`config.mk`:
```
export PLATFORM = sky130hd
export DESIGN_NAME = ccrb_card_config
export DESIGN_NICKNAME = d
export VERILOG_FILES = /design/src/verilog/ccrb_power_seq.v /design/src/verilog/ccrb_card_config.v
export VERILOG_INCLUDE_DIRS = /design/src /design/src/verilog
export SDC_FILE = /design/constraint.sdc
export NUM_CORES = 1
export LEC_CHECK = 0
export BUFFER_PORTS_ARGS = -buffer_cell sky130_fd_sc_hd__buf_2
export CAP_MARGIN = 10
export CORE_MARGIN = 5
export CORE_UTILIZATION = 52
export CTS_BUF_LIST = sky130_fd_sc_hd__clkbuf_8
export DETAILED_ROUTE_END_ITERATION = 16
export GPL_ROUTABILITY_DRIVEN = 0
export PLACE_DENSITY = 0.77
export REMOVE_ABC_BUFFERS = 1
export SYNTH_ARGS = -nofsm -noshare
export SYNTH_HDL_FRONTEND = slang
export SYNTH_SLANG_ARGS = --single-unit
```
`constraint.sdc`:
```
create_clock -name mclk -period 2.3 [get_ports mclk]
set_clock_uncertainty 0.15 [all_clocks]
set_input_delay 0.115 -clock mclk [delete_from_list [all_inputs] [get_ports mclk]]
set_output_delay 0.115 -clock mclk [all_outputs]
set_load 0.02 [all_outputs]
```
`src/verilog/ccrb_consts.vh`:
```
`ifndef CCRB_CONSTS_VH
`define CCRB_CONSTS_VH

// ----------------------------------------------------------------
// register map (attribute memory byte addresses)
// ----------------------------------------------------------------
`define CCRB_BASE_ADDR      11'h200
`define CCRB_OFF_CFG_OPT    11'h000
`define CCRB_OFF_CFG_STAT   11'h002
`define CCRB_OFF_PIN_REPL   11'h004
`define CCRB_OFF_SOCK_COPY  11'h006

// ----------------------------------------------------------------
// configuration option fields
// ----------------------------------------------------------------
`define CCRB_OPT_SOFTRST_BIT 7
`define CCRB_OPT_LEVIRQ_BIT 6
`define CCRB_OPT_INDEX_MSB  5

// ----------------------------------------------------------------
// configuration and status fields
// ----------------------------------------------------------------
`define CCRB_CS_CHANGED_BIT 7
`define CCRB_CS_CHGSIG_BIT  6
`define CCRB_CS_IO8_BIT     5
`define CCRB_CS_PL1DIS_BIT  4
`define CCRB_CS_AUDIO_BIT   3
`define CCRB_CS_PWRDN_BIT   2
`define CCRB_CS_INT_BIT     1

// ----------------------------------------------------------------
// pin replacement fields
// ----------------------------------------------------------------
`define CCRB_PR_CRDY_BIT    5
`define CCRB_PR_CWP_BIT     4
`define CCRB_PR_MRDY_BIT    1
`define CCRB_PR_MWP_BIT     0

// ----------------------------------------------------------------
// socket and copy fields, index codes, reset byte, power settle and idle counts
// ----------------------------------------------------------------
`define CCRB_SC_DRIVE_BIT   4
`define CCRB_IDX_MEMORY     6'h00
`define CCRB_IDX_IO_ANY     6'h01
`define CCRB_IDX_IO_PRI     6'h02
`define CCRB_IDX_IO_SEC     6'h03
`define CCRB_RESET_BYTE     8'h00
`define CCRB_PWR_SETTLE     8'h08
`define CCRB_IDLE_COUNT     16'h03e8

`endif

```
`src/verilog/ccrb_power_seq.v`:
```
`timescale 1ns/1ns
`include "ccrb_consts.vh"

// ----------------------------------------------------------------
// power state sequencer: busy while a new power state settles
// ----------------------------------------------------------------
module ccrb_power_seq #(
  parameter SETTLE_CYCLES = 8
) (
  // clock and reset
  input  wire mclk,
  input  wire reset,
  // requests
  input  wire pwrReq,
  // status
  output reg  pwrState,
  output wire pwrBusy
);

  reg [7:0] settleCnt_reg;

  // count down after each change of the requested state
  always @(posedge mclk) begin
    if (reset) begin
      pwrState      <= 1'b0;
      settleCnt_reg <= 8'h00;
    end else if (pwrReq != pwrState && settleCnt_reg == 8'h00) begin
      settleCnt_reg <= SETTLE_CYCLES[7:0];
    end else if (settleCnt_reg == 8'h01) begin
      settleCnt_reg <= 8'h00;
      pwrState      <= pwrReq;
    end else if (settleCnt_reg != 8'h00) begin
      settleCnt_reg <= settleCnt_reg - 8'h01;
    end
  end

  // busy until the requested state is reached
  assign pwrBusy = (pwrReq != pwrState);

endmodule

```
`src/verilog/ccrb_card_config.v`:
```
`timescale 1ns/1ns
`include "ccrb_consts.vh"

module ccrb_card_config #(
  parameter SETTLE_CYCLES = `CCRB_PWR_SETTLE,
  parameter IDLE_CYCLES   = `CCRB_IDLE_COUNT,
  parameter DRIVE_NUM_SUP = 1
) (
  // clock and hardware reset
  input  wire       mclk,
  input  wire       reset,
  // attribute memory access (synchronous strobes)
  input  wire       regSpace,
  input  wire       cardSel,
  input  wire [10:0] addr,
  input  wire       rdStb,
  input  wire       wrStb,
  input  wire [7:0] wrData,
  output reg  [7:0] rdData,
  // card core status
  input  wire       coreReady,
  input  wire       coreIrq,
  input  wire       irqDisableControl,
  input  wire       cmdStart,
  input  wire       coreIdle,
  // configuration outputs
  output wire       cardReset,
  output wire       hardResetToAta,
  output wire       levelIrqSelect,
  output wire [5:0] configIndex,
  output wire       memMapped,
  output wire       ioAnyBoundary,
  output wire       ioPrimary,
  output wire       ioSecondary,
  output wire       ioConfigured,
  output wire       driveNumber,
  output wire       powerDownState,
  output wire       readyOut,
  output wire       statusChangeLine_n
);

  // ----------------------------------------------------------------
  // registers
  // ----------------------------------------------------------------
  reg        softReset_reg;
  reg        levelIrq_reg;
  reg [5:0]  cfgIndex_reg;
  reg        statusSigEn_reg;
  reg        pl1Disable_reg;
  reg        pwrDownReq_reg;
  reg        autoDown_reg;
  reg        readyChg_reg;
  reg        wpChg_reg;
  reg        driveNum_reg;
  reg        readyPrev_reg;
  reg        wpPrev_reg;
  reg [15:0] idleCnt_reg;

  wire       internalReset;
  wire       accessHit;
  wire       wrHit;
  wire       pwrBusy;
  wire       readyState;
  wire       wpState;
  wire       changedBit;
  wire       intPending;
  wire       pwrReq;
  reg  [7:0] rdData_next;
  reg        wrOpt;
  reg        wrStat;
  reg        wrPin;
  reg        wrSock;
  wire       readyToggle;
  wire       wpToggle;
  wire       rdTake;

  // decode an even, in-range configuration address
  function hit;
    input [10:0] a;
    input [10:0] off;
    begin
      hit = (a == (`CCRB_BASE_ADDR + off));
    end
  endfunction

  // ----------------------------------------------------------------
  // reset and decode
  // ----------------------------------------------------------------
  // soft reset equivalence
  assign internalReset  = reset | softReset_reg;
  assign cardReset      = internalReset;
  assign hardResetToAta = internalReset;
  assign accessHit      = regSpace & cardSel & ~addr[0];
  assign wrHit          = accessHit & wrStb;
  // any selected read is answered, so a refused one returns zero
  assign rdTake         = regSpace & cardSel & rdStb;

  // ----------------------------------------------------------------
  // write decode
  // ----------------------------------------------------------------
  // one target per write
  always @* begin
    wrOpt  = 1'b0;
    wrStat = 1'b0;
    wrPin  = 1'b0;
    wrSock = 1'b0;
    if (!wrHit) begin
      wrOpt = 1'b0;
    end else if (hit(addr, `CCRB_OFF_CFG_OPT)) begin
      wrOpt = 1'b1;
    end else if (hit(addr, `CCRB_OFF_CFG_STAT)) begin
      wrStat = 1'b1;
    end else if (hit(addr, `CCRB_OFF_PIN_REPL)) begin
      wrPin = 1'b1;
    end else if (hit(addr, `CCRB_OFF_SOCK_COPY)) begin
      wrSock = 1'b1;
    end
  end

  // ----------------------------------------------------------------
  // configuration option register
  // ----------------------------------------------------------------
  // soft reset bit only sees hardware reset; it keeps itself set
  always @(posedge mclk) begin
    if (reset) begin
      softReset_reg <= 1'b0;
    end else if (wrOpt) begin
      // option at offset zero
      // kept as written, so the host must write 0 to leave reset
      softReset_reg <= wrData[`CCRB_OPT_SOFTRST_BIT];
    end
  end

  // remaining option fields, cleared while any reset is active
  always @(posedge mclk) begin
    if (internalReset) begin
      levelIrq_reg <= 1'b0;
      cfgIndex_reg <= 6'h00;
    end else if (wrOpt) begin
      levelIrq_reg <= wrData[`CCRB_OPT_LEVIRQ_BIT];
      // six-bit index, reserved bits stored as written
      cfgIndex_reg <= wrData[`CCRB_OPT_INDEX_MSB:0];
    end
  end

  // option fields straight to the pins
  assign levelIrqSelect = levelIrq_reg;
  assign configIndex    = cfgIndex_reg;

  assign memMapped     = (cfgIndex_reg == `CCRB_IDX_MEMORY);
  assign ioAnyBoundary = (cfgIndex_reg == `CCRB_IDX_IO_ANY);
  assign ioPrimary     = (cfgIndex_reg == `CCRB_IDX_IO_PRI);
  assign ioSecondary   = (cfgIndex_reg == `CCRB_IDX_IO_SEC);
  // reserved index values leave the card unconfigured for I/O
  assign ioConfigured  = ioAnyBoundary | ioPrimary | ioSecondary;

  // ----------------------------------------------------------------
  // configuration and status register
  // ----------------------------------------------------------------
  // eight-bit request and audio bits are not stored at all
  always @(posedge mclk) begin
    if (internalReset) begin
      statusSigEn_reg <= 1'b0;
      pl1Disable_reg  <= 1'b0;
      pwrDownReq_reg  <= 1'b0;
    end else if (wrStat) begin
      statusSigEn_reg <= wrData[`CCRB_CS_CHGSIG_BIT];
      pl1Disable_reg <= 1'b0;
      pwrDownReq_reg <= wrData[`CCRB_CS_PWRDN_BIT];
    end
  end

  // idle timer drops to power down, command wakes
  always @(posedge mclk) begin
    if (internalReset || cmdStart || !coreIdle) begin
      idleCnt_reg  <= 16'h0000;
      autoDown_reg <= 1'b0;
    end else if (idleCnt_reg == IDLE_CYCLES[15:0]) begin
      // count stops at the limit, so it never wraps back
      autoDown_reg <= 1'b1;
    end else begin
      idleCnt_reg <= idleCnt_reg + 16'h0001;
    end
  end

  // host request or idle timer may ask for power-down
  assign pwrReq = pwrDownReq_reg | autoDown_reg;

  // settle timer kept apart so its length can be tuned alone
  ccrb_power_seq #(
    .SETTLE_CYCLES (SETTLE_CYCLES)
  ) uPower (
    .mclk     (mclk),
    .reset    (internalReset),
    .pwrReq   (pwrReq),
    .pwrState (powerDownState),
    .pwrBusy  (pwrBusy)
  );

  assign readyState = coreReady & ~pwrBusy & ~internalReset;
  assign readyOut   = readyState;
  // no write-protect switch, so its state is fixed low
  assign wpState    = 1'b0;

  // pending mirrors irq, zero when disabled
  assign intPending = coreIrq & ~irqDisableControl;

  // ----------------------------------------------------------------
  // pin replacement change flags
  // ----------------------------------------------------------------
  // toggles against last cycle
  assign readyToggle = (readyState != readyPrev_reg);
  assign wpToggle    = (wpState != wpPrev_reg);

  // last-cycle copies for the toggle detectors
  always @(posedge mclk) begin
    if (internalReset) begin
      readyPrev_reg <= 1'b0;
      wpPrev_reg    <= 1'b0;
    end else begin
      readyPrev_reg <= readyState;
      wpPrev_reg    <= wpState;
    end
  end

  // ready change flag: hardware set wins over a same-cycle host clear
  always @(posedge mclk) begin
    if (internalReset) begin
      readyChg_reg <= 1'b0;
    end else if (readyToggle) begin
      readyChg_reg <= 1'b1;
    end else if (wrPin && wrData[`CCRB_PR_MRDY_BIT]) begin
      readyChg_reg <= wrData[`CCRB_PR_CRDY_BIT];
    end
  end

  // write-protect change flag; only the host moves it here
  always @(posedge mclk) begin
    if (internalReset) begin
      wpChg_reg <= 1'b0;
    end else if (wpToggle) begin
      wpChg_reg <= 1'b1;
    end else if (wrPin && wrData[`CCRB_PR_MWP_BIT]) begin
      wpChg_reg <= wrData[`CCRB_PR_CWP_BIT];
    end
  end

  assign changedBit = readyChg_reg | wpChg_reg;

  // line low only when enabled and I/O configured
  assign statusChangeLine_n = ~(changedBit & statusSigEn_reg & ioConfigured);

  // ----------------------------------------------------------------
  // socket and copy register
  // ----------------------------------------------------------------
  // drive number kept; socket bits dropped on write
  always @(posedge mclk) begin
    if (internalReset) begin
      driveNum_reg <= 1'b0;
    end else if (wrSock) begin
      driveNum_reg <= (DRIVE_NUM_SUP != 0) ? wrData[`CCRB_SC_DRIVE_BIT] : 1'b0;
    end
  end

  // drive number for the twin-card match
  assign driveNumber = driveNum_reg;

  // ----------------------------------------------------------------
  // read path
  // ----------------------------------------------------------------
  // read mux; unmapped attribute addresses return zero
  always @* begin
    rdData_next = `CCRB_RESET_BYTE;
    // odd or unmapped addresses fall through to zero
    if (hit(addr, `CCRB_OFF_CFG_OPT)) begin
      rdData_next = {softReset_reg, levelIrq_reg, cfgIndex_reg};
    end else if (hit(addr, `CCRB_OFF_CFG_STAT)) begin
      rdData_next = {changedBit, statusSigEn_reg, 1'b0, pl1Disable_reg,
                     1'b0, pwrDownReq_reg, intPending, 1'b0};
    end else if (hit(addr, `CCRB_OFF_PIN_REPL)) begin
      rdData_next = {2'b00, readyChg_reg, wpChg_reg, 2'b11, readyState, wpState};
    end else if (hit(addr, `CCRB_OFF_SOCK_COPY)) begin
      rdData_next = {3'b000, driveNum_reg, 4'h0};
    end
  end

  // registered read data, captured on the read strobe
  always @(posedge mclk) begin
    // hardware reset only: soft reset keeps the last answer
    if (reset) begin
      rdData <= `CCRB_RESET_BYTE;
    end else if (rdTake) begin
      rdData <= rdData_next;
    end
  end

endmodule

```
# Word-level counts from Yosys, hierarchy flattened

Index checks and enable logic that the tools add are counted.

Register bits after elaboration: 48

Add/subtract/negate cells: 2
Equal/unequal tests: 11
Multiplexer cells: 23
Bitwise operators: 20
Reductions and logical operators: 13

Operator list:

| operator              | number |
|---|---|
| $eq 11x10->1 const B  | 4 |
| $add 16x1->16 const B | 1 |
| $eq 16x10->1 const B  | 1 |
| $mux 1                | 16 |
| $mux 8                | 2 |
| $eq 6x2->1 const B    | 2 |
| $mux 4                | 3 |
| $and 1x1->1           | 9 |
| $eq 8x1->1 const B    | 1 |
| $logic_not 8->1       | 1 |
| $reduce_bool 8->1     | 1 |
| $sub 8x1->8 const B   | 1 |
| $eq 6x1->1 const B    | 1 |
| $logic_not 6->1       | 1 |
| $mux 6                | 1 |
| $not 1->1             | 6 |
| $mux 5                | 1 |
| $or 1x1->1            | 5 |
| $logic_and 1x1->1     | 3 |
| $reduce_bool 3->1     | 1 |
| $reduce_or 3->1       | 1 |
| $logic_or 1x1->1      | 2 |
| $ne 1x1->1            | 2 |
| $reduce_and 2->1      | 1 |
| other kinds (2)       | 2 |

# Longest topological paths before layout

Depth in word-level cells: 8
Mapped depth: 6

# Modules after synthesis

A second synthesis with hierarchy kept.

Cells, all modules: 286
Area total of the unflattened synthesis: 2387.3 sq um

Modules (own cells, without submodules):

| module           | times used | cells each | area each (sq um) | seq. area each (sq um) |
|---|---|---|---|---|
| ccrb_card_config | 1          | 234        | 1905.6            | 780.7 |
| ccrb_power_seq   | 1          | 52         | 481.7             | 180.2 |

# Worst setup path before layout

No wires, ideal clock.

Path type: register -> register
From: reg uPower.pwrState
To: reg readyChg_reg
Library setup time: 0.133 ns
Arrival: 1.821 ns
Required time: 2.017 ns
Setup slack: 0.196 ns
Stages on the path, launching flop included: 5
Buffers on the path: 0
Period minus slack after synthesis: 2.104 ns
Cells stage by stage: dfxtp_1 -> or3_1 -> a211oi_1 -> xnor2_1 -> a31oi_1

Word-level cells in the longest chain between the ends: 6
Elaborated cells between the ends (all ways): 7
Those cells by class: eq/ne (2); mux (1); bitwise (3); reduce/logical (1)

Ends and longest elaborated chain:

| what                                               | RTL line               | RTL |
|---|---|---|
| start, declared                                    | ccrb_power_seq.v:16    | `output reg pwrState,` |
| start signal, assigned                             | ccrb_power_seq.v:31    | `pwrState <= pwrReq;` |
| $ne 1x1->1 (*)                                     | ccrb_power_seq.v:38    | `assign pwrBusy = (pwrReq != pwrState);` |
| $not 1->1 (*)                                      | ccrb_card_config.v:200 | `assign readyState = coreReady & ~pwrBusy & ~internalReset;` |
| $and 1x1->1 (*) (2 in a row)                       | ccrb_card_config.v:200 |  |
| via readyOut                                       | ccrb_card_config.v:38  | `output wire readyOut,` |
| $ne 1x1->1 (*)                                     | ccrb_card_config.v:212 | `assign readyToggle = (readyState != readyPrev_reg);` |
| $mux 1 / $reduce_bool 2->1 (equally long branches) | --                     |  |
| end signal, assigned                               | ccrb_card_config.v:233 | `` readyChg_reg <= wrData[`CCRB_PR_CRDY_BIT]; `` |
| end, declared                                      | ccrb_card_config.v:52  | `reg readyChg_reg;` |

Mark *: on every way through the listed nets, which the timed path passes. The rest lies on a longest branch.
A chain may end at the register's enable or synchronous reset.

# Worst setup path in the final report

From: reg uPower.pwrState
To: out readyOut

Word-level cells in the longest chain between the ends: 4

Ends and longest elaborated chain:

| what                     | RTL line |
|---|---|
| $ne 1x1->1               | ccrb_power_seq.v:38 |
| $not 1->1                | ccrb_card_config.v:200 |
| $and 1x1->1 (2 in a row) | ccrb_card_config.v:200 |
| end, declared            | ccrb_card_config.v:38 |

No other way between the ends.

==> key figures <==
Synth
  • #FFs+latches synth: 48
  • Adder-Cell Fraction of Synth Area: 0.0260
  • Sequential-to-total area share from yosys stat: 0.399
  • Ys Warns: 0
  • Post-synth cell types: 50
  • Compound-gate portion of the synthesized area: 0.146
  • Xor/xnor cell area share of the yosys netlist: 0.0655
  • Syn Inst Count: about 290
  • Synthesized area: approximately 2400 µm²
  • Largest cells by area after synthesis: dfxtp_1 40%, xor2_1 5.1%, nand4_1 4.9%
  • Synth top area share: 0.399
  • Mean Syn Cell Area: 8.38 µm²
  • Number of synthesized flops with an enable pin: 0
  • Async S/R FF share, synth: 0
  • Simple-gate share of the synthesized area: 0.297
  • Top_reg_cell synth: dfxtp_1
  • Mux share of post-synthesis cell area: 0.0172
  • Synth area leader: dfxtp_1
  • Largest family of logic cells by synthesized area: simple AND/OR/NAND/NOR gates

Setup path
  • CP peak stage delay: around 0.54 ns
  • Crit-path cells: or3_1 > a211oi_1 > buf_2
  • Reg2Reg Launch Point: uPower.pwrState
  • CP required: 2.04 ns
  • WP buf/inv: 1
  • Start-to-end type of the worst setup path: flop to output pin
  • Reg2reg path depth: 4
  • Worst path depth: 3
  • CP Capture Type: output pin
  • Critical Path AT: 1.86 ns
  • Critical path startpoint: uPower.pwrState
  • Critical Path Source Type: flop
  • Crit path max-delay cell type: a211oi_1
  • CP max FO: 4
  • Worst path top cell family by delay: compound AO/OA/AOI/OAI gates

Layout
  • Layout cells sized above 1: 0.219
  • Reg area: slightly below 1000 µm²
  • Non-Filler Instances: ~400
  • Synth-to-layout area growth: 22.0%
  • ANT cells: 0
  • Fill cell count: 376
  • Multi-input gate area: between 1000 and 1500 µm²
  • NumNets Final: 385
  • Max reg flops: 16
  • Post-route cell area: just under 3000 µm²

Floorplan
  • Die area: between 6000 and 7000 µm²
  • Row cnt: 24
  • Die Span X: roughly 78 µm
  • Die Y: 78.0 µm
  • I/O pin total: 56
  • Core area: roughly 4400 µm²
  • Starting density of the core: 0.545

STA
  • Unrepaired setup endpoints after global routing: no
  • Least-Margin Pin Slew: around 0.58 ns
  • Hold Fails Final Rpt: 0
  • Fmax: between 0.4 and 0.5 GHz
  • Worst slew margin: 0.609
  • Final Max Slew Viols: 0
  • Period utilization: 0.924
  • Finish-stage setup viols: 0
  • Final setup TNS: 0 ns
  • Period minus WS final: ~2.1 ns

Flow run
  • Max_cap viols: 0

Routing
  • Post-Route WL: 5830 µm
  • First-pass DRT Iterations: 4
  • 1st-iter DRT viols: ~180
  • DRC: 0
  • Vias per inst: 5.65
  • Wire length per cell: ~14 µm
  • Via count: 2,276
  • Post-route ant nets: 0

Clock network
  • Post-CTS Setup Bufs: 0
  • Worst skew pair latency: about 0.30 ns
  • Gates resized, CTS repair: 0
  • Clock tree root driver cell: clkbuf_8
  • Sink Count: 48
  • CTS clk-pin slew, worst paths: roughly 0.09 ns
  • CTS Buffer Depth: 2
  • CTS buffer count: 5
  • H-tree levels: 2
  • CTS tree: yes

Status
  • Status: finished, final reports clean

Placement
  • Area after DPL: about 2700 µm²
  • PortBufs: 55
  • Placed Cells: approximately 390
  • Detailed placement HPWL: roughly 4200 µm

Min path
  • Worst Hold Launch: addr[1]
  • Hold Path Depth: 3
  • Worst hold path class: primary input to flop

Global route
  • First-pass GRT wire length: 9810 µm
  • Largest net degree at the start of global routing: 23
  • Total grt overflow: 0
  • Total GRT Usage: 0.195
  • Initial antenna violation count: 0
  • Vias in the first global route: around 2,100

Power
  • Leakage: 0.00116 µW
  • PD cells: 755 nW/µm²
  • Worst VDD drop: approximately 770 µV
[worst min-delay path: cells and delay by family]
family | cells | cell delay [ns]
buffers and inverters | 1 | 0.16
AO/OA/AOI/OAI | 1 | 0.05
AND/OR/NAND/NOR | 1 | 0.10
[metrics by stage]
step,util,worst slack (ns),power (µW),hold slack (ns)
after floorplan,-,0.197,1440,0.0341
after global placement,0.618,0.282,1600,0.238
after detailed placement,0.618,0.243,1610,0.239
after CTS,0.665,0.179,2240,0.0156
after global routing,0.665,0.0721,2370,0.0208
final,0.665,0.175,2220,0.0226
[report_power, final]
part           switching [µW]  internal, µW  leakage [µW]
sequential               81.4           912      0.000389
clock                     283           319     0.0000593
combinational             332           289      0.000710
[layer usage]
layer  track usage  vias to the layer above  part of all wire  wire length [µm]
li1              -                     1168                 -                 -
met1         0.249                     1027              0.45              2610
met2         0.313                       72              0.47              2730
met3        0.0584                        9             0.069               403
met4        0.0709                        0             0.016                94
met5             0                        -                 0                 0
[cells by family (layout without fill, tap and decap cells)]
kind of cell	Yosys count	count (layout)
AO/OA/AOI/OAI	60	60
XOR/XNOR	18	18
adder cells (fa/ha/maj)	5	5
buffers and inverters	27	91
flip-flops	48	48
multiplexers	4	4
AND/OR/NAND/NOR	125	125
[worst paths after layout]
| kind | endpoint | slack (ns) |
|---|---|---|
| worst max-delay path | readyOut | 0.18 |
| worst min register to register | rdData[3] | 0.30 |
| worst max register to register | readyChg_reg | 0.49 |
| worst min-delay path | driveNumber | 0.02 |
[what timing repair did]
| action | 4_1_cts | 5_1_grt |
|---|---|---|
| hold buffers | 10 | 0 |
| endpoints found under the hold margin | 15 | 0 |
| setup endpoints to repair | 0 | 0 |
[Yosys cell counts, drive strengths merged (2+ instances only)]
master and n:
ha 5, a31oi 2, nand2 16, nor3b 3, or3 2, a211oi 5
nor2 28, xor2 14, nor4 8, inv 10, xnor2 4, nand4 19
dfxtp 48, nor3 4, and2 3, nor4b 2, and4 4, a311oi 2
buf 5, or4 3, mux2i 3, clkbuf 12, and3 4, nand2b 3
o211ai 3, a21oi 23, nand3 17, o21ai 19
[cell type report]
type                            count  share of cell area
Tap cell                           52              0.0222
Clock buffer                        5              0.0234
Multi-Input combinational cell    212               0.453
Timing Repair Buffer               73               0.148
Sequential cell                    48               0.327
Inverter                           10              0.0128
Clock inverter                      3              0.0132
[cell usage in the layout (no fill, tap or decap), drive strengths merged, types with 2 or more instances in the layout]
cell type and n:
buf 63, dfxtp 48, nor2 28, a21oi 23
nand4 19, o21ai 19, nand3 17, nand2 16
xor2 14, inv 11, dlygate4sd3 10, nor4 8
a211oi 5, ha 5, clkbuf 5, and3 4
and4 4, xnor2 4, nor3 4, o211ai 3
nor3b 3, mux2i 3, and2 3, nand2b 3
or4 3, or3 2, a31oi 2, nor4b 2
a311oi 2
No activity file was read; power rests on OpenSTA's default activity.
